==> src/verilog/bdp_pkg.sv <==
package bdp_pkg;

    // ------------------------------------------------------------
    // Register map (byte addresses)
    // ------------------------------------------------------------
    localparam logic [7:0] ADDR_SELECT_0 = 8'h00; // First bus selection register
    localparam logic [7:0] ADDR_SELECT_1 = 8'h04; // Second bus selection register
    localparam logic [7:0] ADDR_MODEL = 8'h08; // Model field of this part
    localparam logic [7:0] ADDR_CONFIG = 8'h0C; // Enable and edge bits per counter
    localparam logic [7:0] ADDR_COUNT_BASE = 8'h10; // Counter 0, then one word each
    localparam int NUM_COUNTERS = 4;
    localparam int ADDR_COUNT_STEP = 4; // Byte stride between counters
    localparam int SELECT_SPAN = 2; // Counters fed by each selection register

    // ------------------------------------------------------------
    // Selection register fields
    // ------------------------------------------------------------
    localparam int CODE_HI = 31; // Event code field top bit
    localparam int CODE_LO = 25; // Event code field bottom bit
    localparam int MASK_HI = 24; // Sub-event mask field top bit
    localparam int MASK_LO = 9; // Sub-event mask field bottom bit
    localparam logic [6:0] CODE_DATA_ACTIVITY = 7'h17; // Bus data activity
    localparam logic [6:0] CODE_QUEUE_ALLOC = 7'h03; // Queue allocation

    // Data activity mask bits
    localparam int DA_SELF_DRIVES = 0;
    localparam int DA_SELF_SAMPLES = 1;
    localparam int DA_UNSAMPLED = 2;
    localparam int DA_BUSY_DRIVE = 3;
    localparam int DA_BUSY_SELF = 4;
    localparam int DA_BUSY_OTHER = 5;

    // Queue allocation mask bits
    localparam int QA_REQ_LO = 0; // Request type field, bits 0..4
    localparam int QA_REQ_HI = 4;
    localparam int QA_ALL_READ = 5;
    localparam int QA_ALL_WRITE = 6;
    localparam int QA_MEM_LO = 7; // Memory type bits 7..11 (UC WC WT WP WB)
    localparam int QA_MEM_HI = 11;
    localparam int QA_OWN = 13;
    localparam int QA_OTHER = 14;

    // ------------------------------------------------------------
    // Model and config fields
    // ------------------------------------------------------------
    localparam logic [3:0] MODEL_SPLIT = 4'h2; // Models at or above use AND form
    localparam logic [3:0] MODEL_RESET = 4'h2; // Default model field
    localparam int CFG_EDGE_LO = 0; // Edge trigger bits 3..0
    localparam int CFG_EN_LO = 4; // Enable bits 7..4
    localparam logic [31:0] WORD_ZERO = 32'h00000000;

endpackage : bdp_pkg

==> src/verilog/bdp_event_counter.sv <==
`timescale 1ns/1ps

module bdp_event_counter
    import bdp_pkg::*;
(
    // Clock and reset
    input wire logic mclk,
    input wire logic rstn,
    // Avalon-MM slave
    // Word-wide only: no byte enables, no bursts
    input wire logic [7:0] address,
    input wire logic read,
    input wire logic write,
    input wire logic [31:0] writedata,
    output logic [31:0] readdata,
    output logic waitrequest,
    // Bus data phase activity, one level per processor clock
    // Each line idles low; far-side agents raise it per active clock
    input wire logic self_drives_data,
    input wire logic self_samples_data,
    input wire logic unsampled_bus_data,
    input wire logic busy_self_drive,
    input wire logic busy_for_self_sample,
    input wire logic busy_not_self_sampled,
    // Queue allocation report
    // One pulse per new entry, with its attributes beside it
    input wire logic alloc_valid,
    input wire logic [4:0] alloc_req_type,
    input wire logic alloc_is_read,
    input wire logic alloc_is_write,
    input wire logic [4:0] alloc_mem_type,
    input wire logic alloc_by_self,
    input wire logic alloc_full_line,
    input wire logic alloc_single_chunk
);

    // ------------------------------------------------------------
    // State
    // ------------------------------------------------------------
    // Software-visible registers first, then per-counter state
    logic [31:0] select_0; // bus_event_select_0
    logic [31:0] select_1; // bus_event_select_1
    logic [3:0] model_field; // Part model, steers allocation logic
    logic [7:0] cfg; // Enable and edge bits
    logic [31:0] count [NUM_COUNTERS]; // Event counters
    logic [NUM_COUNTERS-1:0] ev_prev; // Last event level for edge mode
    logic [NUM_COUNTERS-1:0] ev_now; // Event level this cycle
    // Next values, worked out by the register process
    logic [31:0] next_select_0;
    logic [31:0] next_select_1;
    logic [3:0] next_model_field;
    logic [7:0] next_cfg;
    logic [31:0] next_readdata;
    logic next_waitrequest;
    logic wr_take; // Write takes effect this edge

    // ------------------------------------------------------------
    // Counter address decode
    // ------------------------------------------------------------
    // Shared by the read mux and the preload path, so the two can never
    // disagree on where a counter lives
    function automatic logic [7:0] count_addr(input int idx);
        count_addr = ADDR_COUNT_BASE + 8'(idx * ADDR_COUNT_STEP);
    endfunction : count_addr

    // ------------------------------------------------------------
    // Event evaluation for one selection register
    // ------------------------------------------------------------
    // Pure combinational: every counter calls it with its own selection
    // word, so adding a counter adds no new decode logic by hand.
    // Codes other than the two handled here give a level of zero, which
    // keeps a counter quiet rather than counting something undefined.
    function automatic logic event_level(
        // Selection word and part model
        input logic [31:0] sel,
        input logic [3:0] model,
        // Data-phase levels
        input logic d_drv,
        input logic d_own,
        input logic d_oth,
        input logic b_drv,
        input logic b_own,
        input logic b_oth,
        // Allocation report
        input logic a_val,
        input logic [4:0] a_req,
        input logic a_rd,
        input logic a_wr,
        input logic [4:0] a_mem,
        input logic a_self,
        input logic a_line,
        input logic a_chunk
    );
        // Partial results, one per term of the equations
        logic [15:0] m;
        logic [6:0] code;
        logic req_hit;
        logic rw_hit;
        logic mem_hit;
        logic src_hit;
        logic entry_ok;
        logic da;
        logic qa;
        // Split the selection word into code and mask
        m = sel[MASK_HI:MASK_LO];
        code = sel[CODE_HI:CODE_LO];
        // Own has priority so the two sampled kinds never both count
        // Drive and busy-drive are not exclusive with either of them
        da = (m[DA_SELF_DRIVES] & d_drv)
            | (m[DA_SELF_SAMPLES] & d_own)
            | (m[DA_UNSAMPLED] & d_oth & ~d_own)
            | (m[DA_BUSY_DRIVE] & b_drv)
            | (m[DA_BUSY_SELF] & b_own)
            | (m[DA_BUSY_OTHER] & b_oth & ~b_own);
        // Allocation terms, one per mask sub-group
        req_hit = (m[QA_REQ_HI:QA_REQ_LO] == a_req);
        rw_hit = (m[QA_ALL_READ] & a_rd) | (m[QA_ALL_WRITE] & a_wr);
        // Memory type ignored once a catch-all read or write is chosen
        if (m[QA_ALL_READ] | m[QA_ALL_WRITE]) begin
            mem_hit = 1'b1;
        end else begin
            mem_hit = |(m[QA_MEM_HI:QA_MEM_LO] & a_mem);
        end
        // Source agent: this processor, or any other agent
        src_hit = (m[QA_OWN] & a_self) | (m[QA_OTHER] & ~a_self);
        // Only whole lines or single chunks form a queue entry
        entry_ok = a_line | a_chunk;
        // No privilege input exists: user and OS requests both count
        // Newer parts AND all four groups; older ones OR the first three
        if (model >= MODEL_SPLIT) begin
            qa = req_hit & rw_hit & mem_hit & src_hit;
        end else begin
            qa = (req_hit | rw_hit | mem_hit) & src_hit;
        end
        // Nothing counts without an allocation pulse
        qa = qa & a_val & entry_ok;
        // The event code picks which of the two levels counts
        if (code == CODE_DATA_ACTIVITY) begin
            event_level = da;
        end else if (code == CODE_QUEUE_ALLOC) begin
            event_level = qa;
        end else begin
            event_level = 1'b0;
        end
    endfunction : event_level

    // ------------------------------------------------------------
    // Bus handshake: one wait cycle, then answer
    // ------------------------------------------------------------
    // Every access costs two clocks. The fixed wait lets read data come
    // from a register, so readdata is a flop output and never a long
    // mux path; back-to-back throughput is traded for that.
    // A write lands only on the edge where the master sees waitrequest low.
    assign wr_take = write & ~waitrequest;

    // Next register values and read data
    always_comb begin
        // Hold registers and read data unless the bus says otherwise; waitrequest defaults high
        next_select_0 = select_0;
        next_select_1 = select_1;
        next_model_field = model_field;
        next_cfg = cfg;
        next_readdata = readdata;
        next_waitrequest = 1'b1;
        // Release on the cycle after a request is seen
        if ((read | write) & waitrequest) begin
            next_waitrequest = 1'b0;
        end
        // Read data is latched together with waitrequest dropping
        // Readdata holds its value between reads; software sees no glitch
        if (read & waitrequest) begin
            if (address == ADDR_SELECT_0) begin
                next_readdata = select_0;
            end else if (address == ADDR_SELECT_1) begin
                next_readdata = select_1;
            end else if (address == ADDR_MODEL) begin
                next_readdata = {28'h0000000, model_field};
            end else if (address == ADDR_CONFIG) begin
                next_readdata = {24'h000000, cfg};
            end else if (address == count_addr(0)) begin
                next_readdata = count[0];
            end else if (address == count_addr(1)) begin
                next_readdata = count[1];
            end else if (address == count_addr(2)) begin
                next_readdata = count[2];
            end else if (address == count_addr(3)) begin
                next_readdata = count[3];
            end else begin
                next_readdata = WORD_ZERO; // Unmapped reads zero
            end
        end
        // Register writes land on the accepting edge
        // Counter preloads are taken in the counter process, not here
        // Only the low bits of model and config words are kept
        if (wr_take) begin
            if (address == ADDR_SELECT_0) begin
                next_select_0 = writedata;
            end else if (address == ADDR_SELECT_1) begin
                next_select_1 = writedata;
            end else if (address == ADDR_MODEL) begin
                next_model_field = writedata[3:0];
            end else if (address == ADDR_CONFIG) begin
                next_cfg = writedata[7:0];
            end
        end
    end

    // Register control state
    // Model field comes out of reset at its default, waitrequest high, the rest at zero
    always_ff @(posedge mclk or negedge rstn) begin
        if (!rstn) begin
            select_0 <= WORD_ZERO;
            select_1 <= WORD_ZERO;
            model_field <= MODEL_RESET;
            cfg <= 8'h00;
            readdata <= WORD_ZERO;
            waitrequest <= 1'b1;
        end else begin
            select_0 <= next_select_0;
            select_1 <= next_select_1;
            model_field <= next_model_field;
            cfg <= next_cfg;
            readdata <= next_readdata;
            waitrequest <= next_waitrequest;
        end
    end

    // ------------------------------------------------------------
    // Counters: two per selection register
    // ------------------------------------------------------------
    // Each counter is 32 bits and wraps silently; software must read it
    // often enough to see a wrap. The enable bit gates counting only,
    // so a disabled counter can still be preloaded.
    genvar gi;
    generate
        for (gi = 0; gi < NUM_COUNTERS; gi++) begin : g_cnt
            logic [31:0] next_count;
            logic inc;
            logic [7:0] cnt_addr;
            // Preload address of this counter
            assign cnt_addr = count_addr(gi);
            // Counters 0,1 see select 0; counters 2,3 see select 1
            // The split is fixed in hardware; software cannot reroute it
            assign ev_now[gi] = event_level((gi < SELECT_SPAN) ? select_0 : select_1,
                model_field, self_drives_data, self_samples_data,
                unsampled_bus_data, busy_self_drive, busy_for_self_sample,
                busy_not_self_sampled, alloc_valid, alloc_req_type,
                alloc_is_read, alloc_is_write, alloc_mem_type,
                alloc_by_self, alloc_full_line, alloc_single_chunk);
            // Edge mode keeps one multi-cycle burst from counting twice
            // Level mode adds one for every clock the event stands
            always_comb begin
                inc = cfg[CFG_EN_LO + gi] & ev_now[gi]
                    & (~cfg[CFG_EDGE_LO + gi] | ~ev_prev[gi]);
                // Hold by default
                next_count = count[gi];
                // A preload and an event in one cycle: the preload wins, the
                // event of that cycle is lost, which software must allow for
                if (wr_take && address == cnt_addr) begin
                    next_count = writedata; // Software preload wins
                end else if (inc) begin
                    next_count = count[gi] + 32'h00000001;
                end
            end
            // Counter and edge history
            // Edge history runs even while disabled, so enabling mid-burst
            // waits for the next rising level instead of counting at once
            always_ff @(posedge mclk or negedge rstn) begin
                if (!rstn) begin
                    count[gi] <= WORD_ZERO;
                    ev_prev[gi] <= 1'b0;
                end else begin
                    count[gi] <= next_count;
                    ev_prev[gi] <= ev_now[gi];
                end
            end
        end
    endgenerate

    // ------------------------------------------------------------
    // Programming notes
    // ------------------------------------------------------------
    // Write the selection word first, then preload, then enable: a
    // counter enabled under a stale selection counts the old event.
    // Data-phase lines last two or four clocks, so level mode counts
    // clocks and edge mode counts transfers.
    // A new model field applies from the edge after its write; an
    // allocation before that edge is judged by the old equation.
    // Reads of unmapped words return zero and writes to them are
    // dropped, so a probe of the map is harmless.

endmodule : bdp_event_counter

==> config.mk <==
export PLATFORM = sky130hd
export DESIGN_NAME = bdp_event_counter
export DESIGN_NICKNAME = d
export VERILOG_FILES = /design/src/verilog/bdp_pkg.sv /design/src/verilog/bdp_event_counter.sv
export SDC_FILE = /design/constraint.sdc
export NUM_CORES = 1
export LEC_CHECK = 0
export ABC_AREA = 1
export BUFFER_PORTS_ARGS = -buffer_cell sky130_fd_sc_hd__buf_2
export CAP_MARGIN = 20
export CORE_MARGIN = 2
export CORE_UTILIZATION = 23
export CTS_BUF_LIST = sky130_fd_sc_hd__clkbuf_2 sky130_fd_sc_hd__clkbuf_4 sky130_fd_sc_hd__clkbuf_8
export CTS_CLUSTER_SIZE = 12
export DETAILED_ROUTE_END_ITERATION = 16
export GPL_TIMING_DRIVEN = 1
export HOLD_SLACK_MARGIN = 0.06
export SETUP_SLACK_MARGIN = 0.2
export SYNTH_ARGS = -nofsm -noshare
export SYNTH_HDL_FRONTEND = slang
export SYNTH_SLANG_ARGS = --single-unit
==> constraint.sdc <==
create_clock -name mclk -period 1.68 [get_ports mclk]
set_input_delay 0.252 -clock mclk [delete_from_list [all_inputs] [get_ports mclk]]
set_output_delay 0.252 -clock mclk [all_outputs]
set_load 0.005 [all_outputs]
### After elaboration in Yosys (flattened, before gate mapping)

Cells that the tools add are included.

* flip-flop bits (word level): 239
* latch bits: 0
* RAM bits: 0
* bits in read-only memories: 0
* bits of input ports: 66
* output and inout bits: 33
* word-level logic and storage cells: 158
* memories: 0

* add/sub/neg operators: 4
* $mul: 0
* div/mod/pow operators: 0
* $lt $le $gt $ge: 1
* eq/ne operators: 13
* shift operators: 0
* multiplexer cells: 25
* bitwise logic cells: 88
* reductions and logical operators: 15

Operators by type and width (number)
* 32-bit 2-to-1 mux: 16
* 32-bit by 1-bit adder with 32-bit output (second input constant): 4
* 1-bit bitwise AND: 47
* 8-bit by 5-bit equality test with 1-bit output (second input constant): 4
* 1-bit OR: 26
* 8-bit by 4-bit equality test with 1-bit output (second input constant): 2
* 7-bit by 2-bit equality test with 1-bit output (second input constant): 2
* 7-bit by 5-bit equality test with 1-bit output (second input constant): 2
* 1-bit inverter: 13
* 5-bit bitwise AND: 2
* 5-bit equality test: 2
* 5-bit OR reduction: 2
* 1-bit 2-to-1 mux: 9
* 8-bit by 3-bit equality test with 1-bit output (second input constant): 1
* 8-bit logical NOT: 1
* 2-bit nonzero test: 4
* 5-bit AND reduction: 1
* 4-bit by 2-bit >= comparator with 1-bit output (second input constant): 1
* 1-bit logical AND: 4
* 4-bit AND reduction: 1
* 3-bit AND reduction: 1
* 2-bit AND reduction: 1

### Logic depth before layout (Yosys ltp)

* depth in word-level cells: 14
* gate-level depth with buffers: 14
* depth with buffers taken out: 13

### Worst setup path after synthesis

No wires, ideal clock.

* kind: register to register
* from: reg count[96] in the netlist's numbering
* to: reg count[118] in the netlist's numbering
* library setup time: 117 ps
* arrival time: 1625 ps
* path slack: -62 ps
* cell stages (with the launch flop): 14
* period minus slack after synthesis: 1742 ps
* path through: dfrtp_1 > ha_1 > nand2_1 > nor2_2 > nand2_2 > nor2_4 > nand2_2 > nor2_4 > nand2_1 > xnor2_1 > nand2_1 > o21ai_0 > nand2_1 > nand2_1

* word-level cells in the longest chain between the ends: 3

Ends and longest elaborated chain
* from (decl): line bdp_event_counter.sv:45 `logic [31:0] count [NUM_COUNTERS];`
* from (signal, indexed assignment): line bdp_event_counter.sv:273 `count[gi] <= next_count;`
* 32-bit by 1-bit adder with 32-bit output: line bdp_event_counter.sv:262 `next_count = count[gi] + 32'h00000001;`
* 32-bit 2-to-1 mux: line bdp_event_counter.sv:261 `end else if (inc) begin`
* 32-bit 2-to-1 mux: line bdp_event_counter.sv:259 `if (wr_take && address == cnt_addr) begin`

Every way passes these cells. The select of a mux whose other input is x is not followed.
A chain may end at the register's enable or synchronous reset.

### Worst setup path after layout

* from: reg select_1[31]
* to: reg count[22] in the netlist's numbering

* word-level cells in the longest chain between the ends: 6
* elaborated cells between the ends (all ways): 7

Ends and longest elaborated chain
* from (decl): line bdp_event_counter.sv:42 `logic [31:0] select_1;`
* from (signal assigned): line bdp_event_counter.sv:220 `select_1 <= next_select_1;`
* 7-bit by 2-bit equality test with 1-bit output: line bdp_event_counter.sv:140 `end else if (code == CODE_QUEUE_ALLOC) begin`
* 1-bit 2-to-1 mux: line bdp_event_counter.sv:140
* 1-bit 2-to-1 mux (*): line bdp_event_counter.sv:138 `if (code == CODE_DATA_ACTIVITY) begin`
* 1-bit bitwise AND (*): line bdp_event_counter.sv:253 `inc = cfg[CFG_EN_LO + gi] & ev_now[gi]`
* 1-bit bitwise AND (*): line bdp_event_counter.sv:254 `& (~cfg[CFG_EDGE_LO + gi] | ~ev_prev[gi]);`
* 2-bit nonzero test (no source line) (*)

Every way passes the cells marked *; elsewhere a longest branch is shown, timed or not.

==> results_dict.tcl <==
set metrics [dict create \
    core-area_um2 68800 \
    io_buffers 98 \
    max_cap_viol_count 0 \
    period_share 1.22 \
    vias_per_cell 4.89 \
    num_io_pins 99 \
    die_x_um 268 \
    clockBufferDepth 3 \
    fmax_mhz 489 \
    area_growth_pct 58.9 \
    diodes 0 \
    vias 19301 \
    synth.most_common_cell "nand2_1" \
    post_dp_cell_area_um2 21300 \
    grt_max_degree 62 \
    drt_iter0_drc 1930 \
    synth_top_cells_by_count "nand2_1 (828), nand3_1 (267), dfrtp_1 (237), inv_1 (208), o21ai_0 (168)" \
    synth_area_leaders "dfrtp_1 (37%), nand2_1 (19%), nand3_1 (8.3%), o21ai_0 (5.2%), inv_1 (4.9%)" \
    async_flop_share 1.00 \
    grt_overflow_total 0 \
    grt_pass1_wl_um 111000 \
    dp_hpwl_um 56200 \
    worst_skew_pair.late_latency_ps 660 \
    rsz0062_at_grt "true" \
    synth_top_cell_by_area "dfrtp_1" \
    peakVddDrop_v 0.000472 \
    final_cells 3951 \
    seq_power_share 0.431 \
    leakage_nw 12.0 \
    hold_violations 0 \
    cts_made_buffers 48 \
    slew_headroom 0.493 \
    syn-num-nets 2474 \
    routedWlPerCell_um 19.9 \
    tritoncts "yes" \
    final_area_um2 25500 \
    synth_edf_count 0 \
    finalMaxSlewViolations 0 \
    fillCellCount 7095 \
    fp.dieH_um 268 \
    clkPwrFrac 0.461 \
    worstSetupPathType "reg2reg" \
    critPathArrivalTime_ps 2630 \
    r2r_slack_ps -360 \
    p_sw_w 0.00396 \
    p_comb_frac 0.108 \
    antenna_found_initial 3 \
    place_congestion 0.997 \
    setup_slack_ps -363 \
    avgSynthCellArea_um2 6.68 \
    yosys_most_used_dff "dfrtp_1" \
    violations "negative setup slack" \
    dr.pass1.iters 6 \
    gr-usage-all-layers 0.206 \
    synth_top_area_frac 0.369 \
    clock_skew_ps 53.1 \
    initial_core_util 0.233 \
    routed_wl_um 78600 \
    dp_cells 3762 \
    seq_area_frac_synth 0.372 \
    path_clk_slew_ps 60 \
    worstPathRequired_ps 2270 \
    grt_pass1_vias 17804 \
    antenna_left 0 \
    powerDensity_nw_per_um2 546 \
    synth-seq-cells 239 \
    yosysUniqueCellTypes 47 \
    root_buffer "clkbuf_8" \
    nets 3057 \
    tightest_slew_ps 761 \
    postSynthCellCount 2404 \
    switching_share 0.284 \
    final-setup-viol-count 130 \
    dieArea_um2 72000 \
    intPower_w 0.00997 \
    status "complete, but fails checks" \
    synth_area_um2 16100 \
    std_cell_rows 96 \
    start_kind "register" \
    fin_crit_ps 2040 \
    path_max_fanout 8 \
    drive_gt1_frac 0.386 \
    clock-sinks 239 \
    crit_path_end_kind "register" \
    h-tree-depth 2 \
    remaining_drc_errors 0 \
    yosys_warnings 0 \
    hp-class "in2async" \
]
power groups by stage:
stage,sequential (W),combinational [W],clock [W]
final,0.00600,0.00150,0.00643
after detailed placement,0.00609,0.00122,0
after CTS,0.00599,0.00134,0.00652
after global placement,0.00608,0.00122,0
after floorplan,0.00607,0.000410,0
after global routing,0.00601,0.00161,0.00680
sequential cells by signal, indices dropped and copies added (netlist names):
register,cells
waitrequest,1
select_1,32
model_field,4
readdata,32
ev_prev,2
count,128
select_0,32
cfg,8
layout by cell type (no fill, tap or decap), types with 55 or more instances in the layout:
| cell type | netlist | layout |
|---|---|---|
| nand2_1 | 828 | 699 |
| buf_4 | 5 | 413 |
| dfrtp_1 | 237 | 231 |
| inv_1 | 208 | 181 |
| nor2_1 | 164 | 151 |
| nand3_1 | 267 | 130 |
| nand3_2 | 5 | 114 |
| buf_2 | 29 | 96 |
| nand2_2 | 11 | 92 |
| o21ai_0 | 168 | 85 |
| a21oi_1 | 95 | 83 |
| clkbuf_8 | 0 | 62 |
| o21ai_1 | 23 | 59 |
| xor2_1 | 55 | 55 |
per-stage QoR:
step	TNS, ps	util	power [W]	hold WS (ps)	setup WS, ps
floorplan	-30.5	-	0.00648	-43.6	-30.5
global placement	-54310	0.309	0.00730	150	-466
detailed placement	-53650	0.309	0.00731	153	-469
CTS	-27700	0.342	0.0138	93.0	-264
global route	-45090	0.371	0.0144	127	-406
finish	-37160	0.371	0.0139	136	-363
worst max-delay path, cell delays in order (launching register included):
cell and delay [ps]:
dfrtp_1 430, buf_4 160, buf_4 120, nor4_2 130, buf_4 170, inv_1 130, a21boi_4 230, buf_12 210
buf_12 120, buf_16 120, nand3_2 60, nand3_2 100
layout make-up:
| cell class | instances | area [µm²] | share of cell area |
|---|---|---|---|
| timing repair buffer | 635 | 5720 | 0.224 |
| inverter | 225 | 861 | 0.0337 |
| sequential | 239 | 5990 | 0.235 |
| multi-input combinational | 1838 | 10800 | 0.423 |
| clock inverter | 10 | 53.8 | 0.00211 |
| clock buffer | 73 | 936 | 0.0367 |
| tap | 931 | 1160 | 0.0456 |
timing repair:
action	in CTS	in global routing
setup endpoints to repair	169	224
hold buffers	34	0
resized for setup	134	418
cloned	10	17
pin swaps	41	108
endpoints found under the hold margin	290	0
buffers inserted	23	22
worst paths after layout:
check / from / to / cells past startpoint
worst max-delay path: select_1[31] / count[22] / 11
worst min-delay path: rstn / select_1[18] / 2
worst max register to register: select_1[31] / count[22] / 11
worst min register to register: readdata[5] / readdata[5] / 2
max in group asynchronous: rstn / waitrequest / 3
min in group mclk: writedata[1] / select_1[1] / 3
routing by layer:
metal	GRT usage	wire [µm]
met2	0.312	34000
met5	0	29
met1	0.274	32500
met4	0.0932	4400
met3	0.0547	7670
kinds of logic after synthesis:
| logic type | share of synthesized area |
|---|---|
| AOI/OAI and AO/OA | 0.115 |
| adders and majority gates | 0.00312 |
| DFF | 0.372 |
| and+or+nand+nor | 0.384 |
| buffers and inverters | 0.0875 |
| xor gates and xnor gates | 0.0376 |
(Power assumes the default switching activity.)
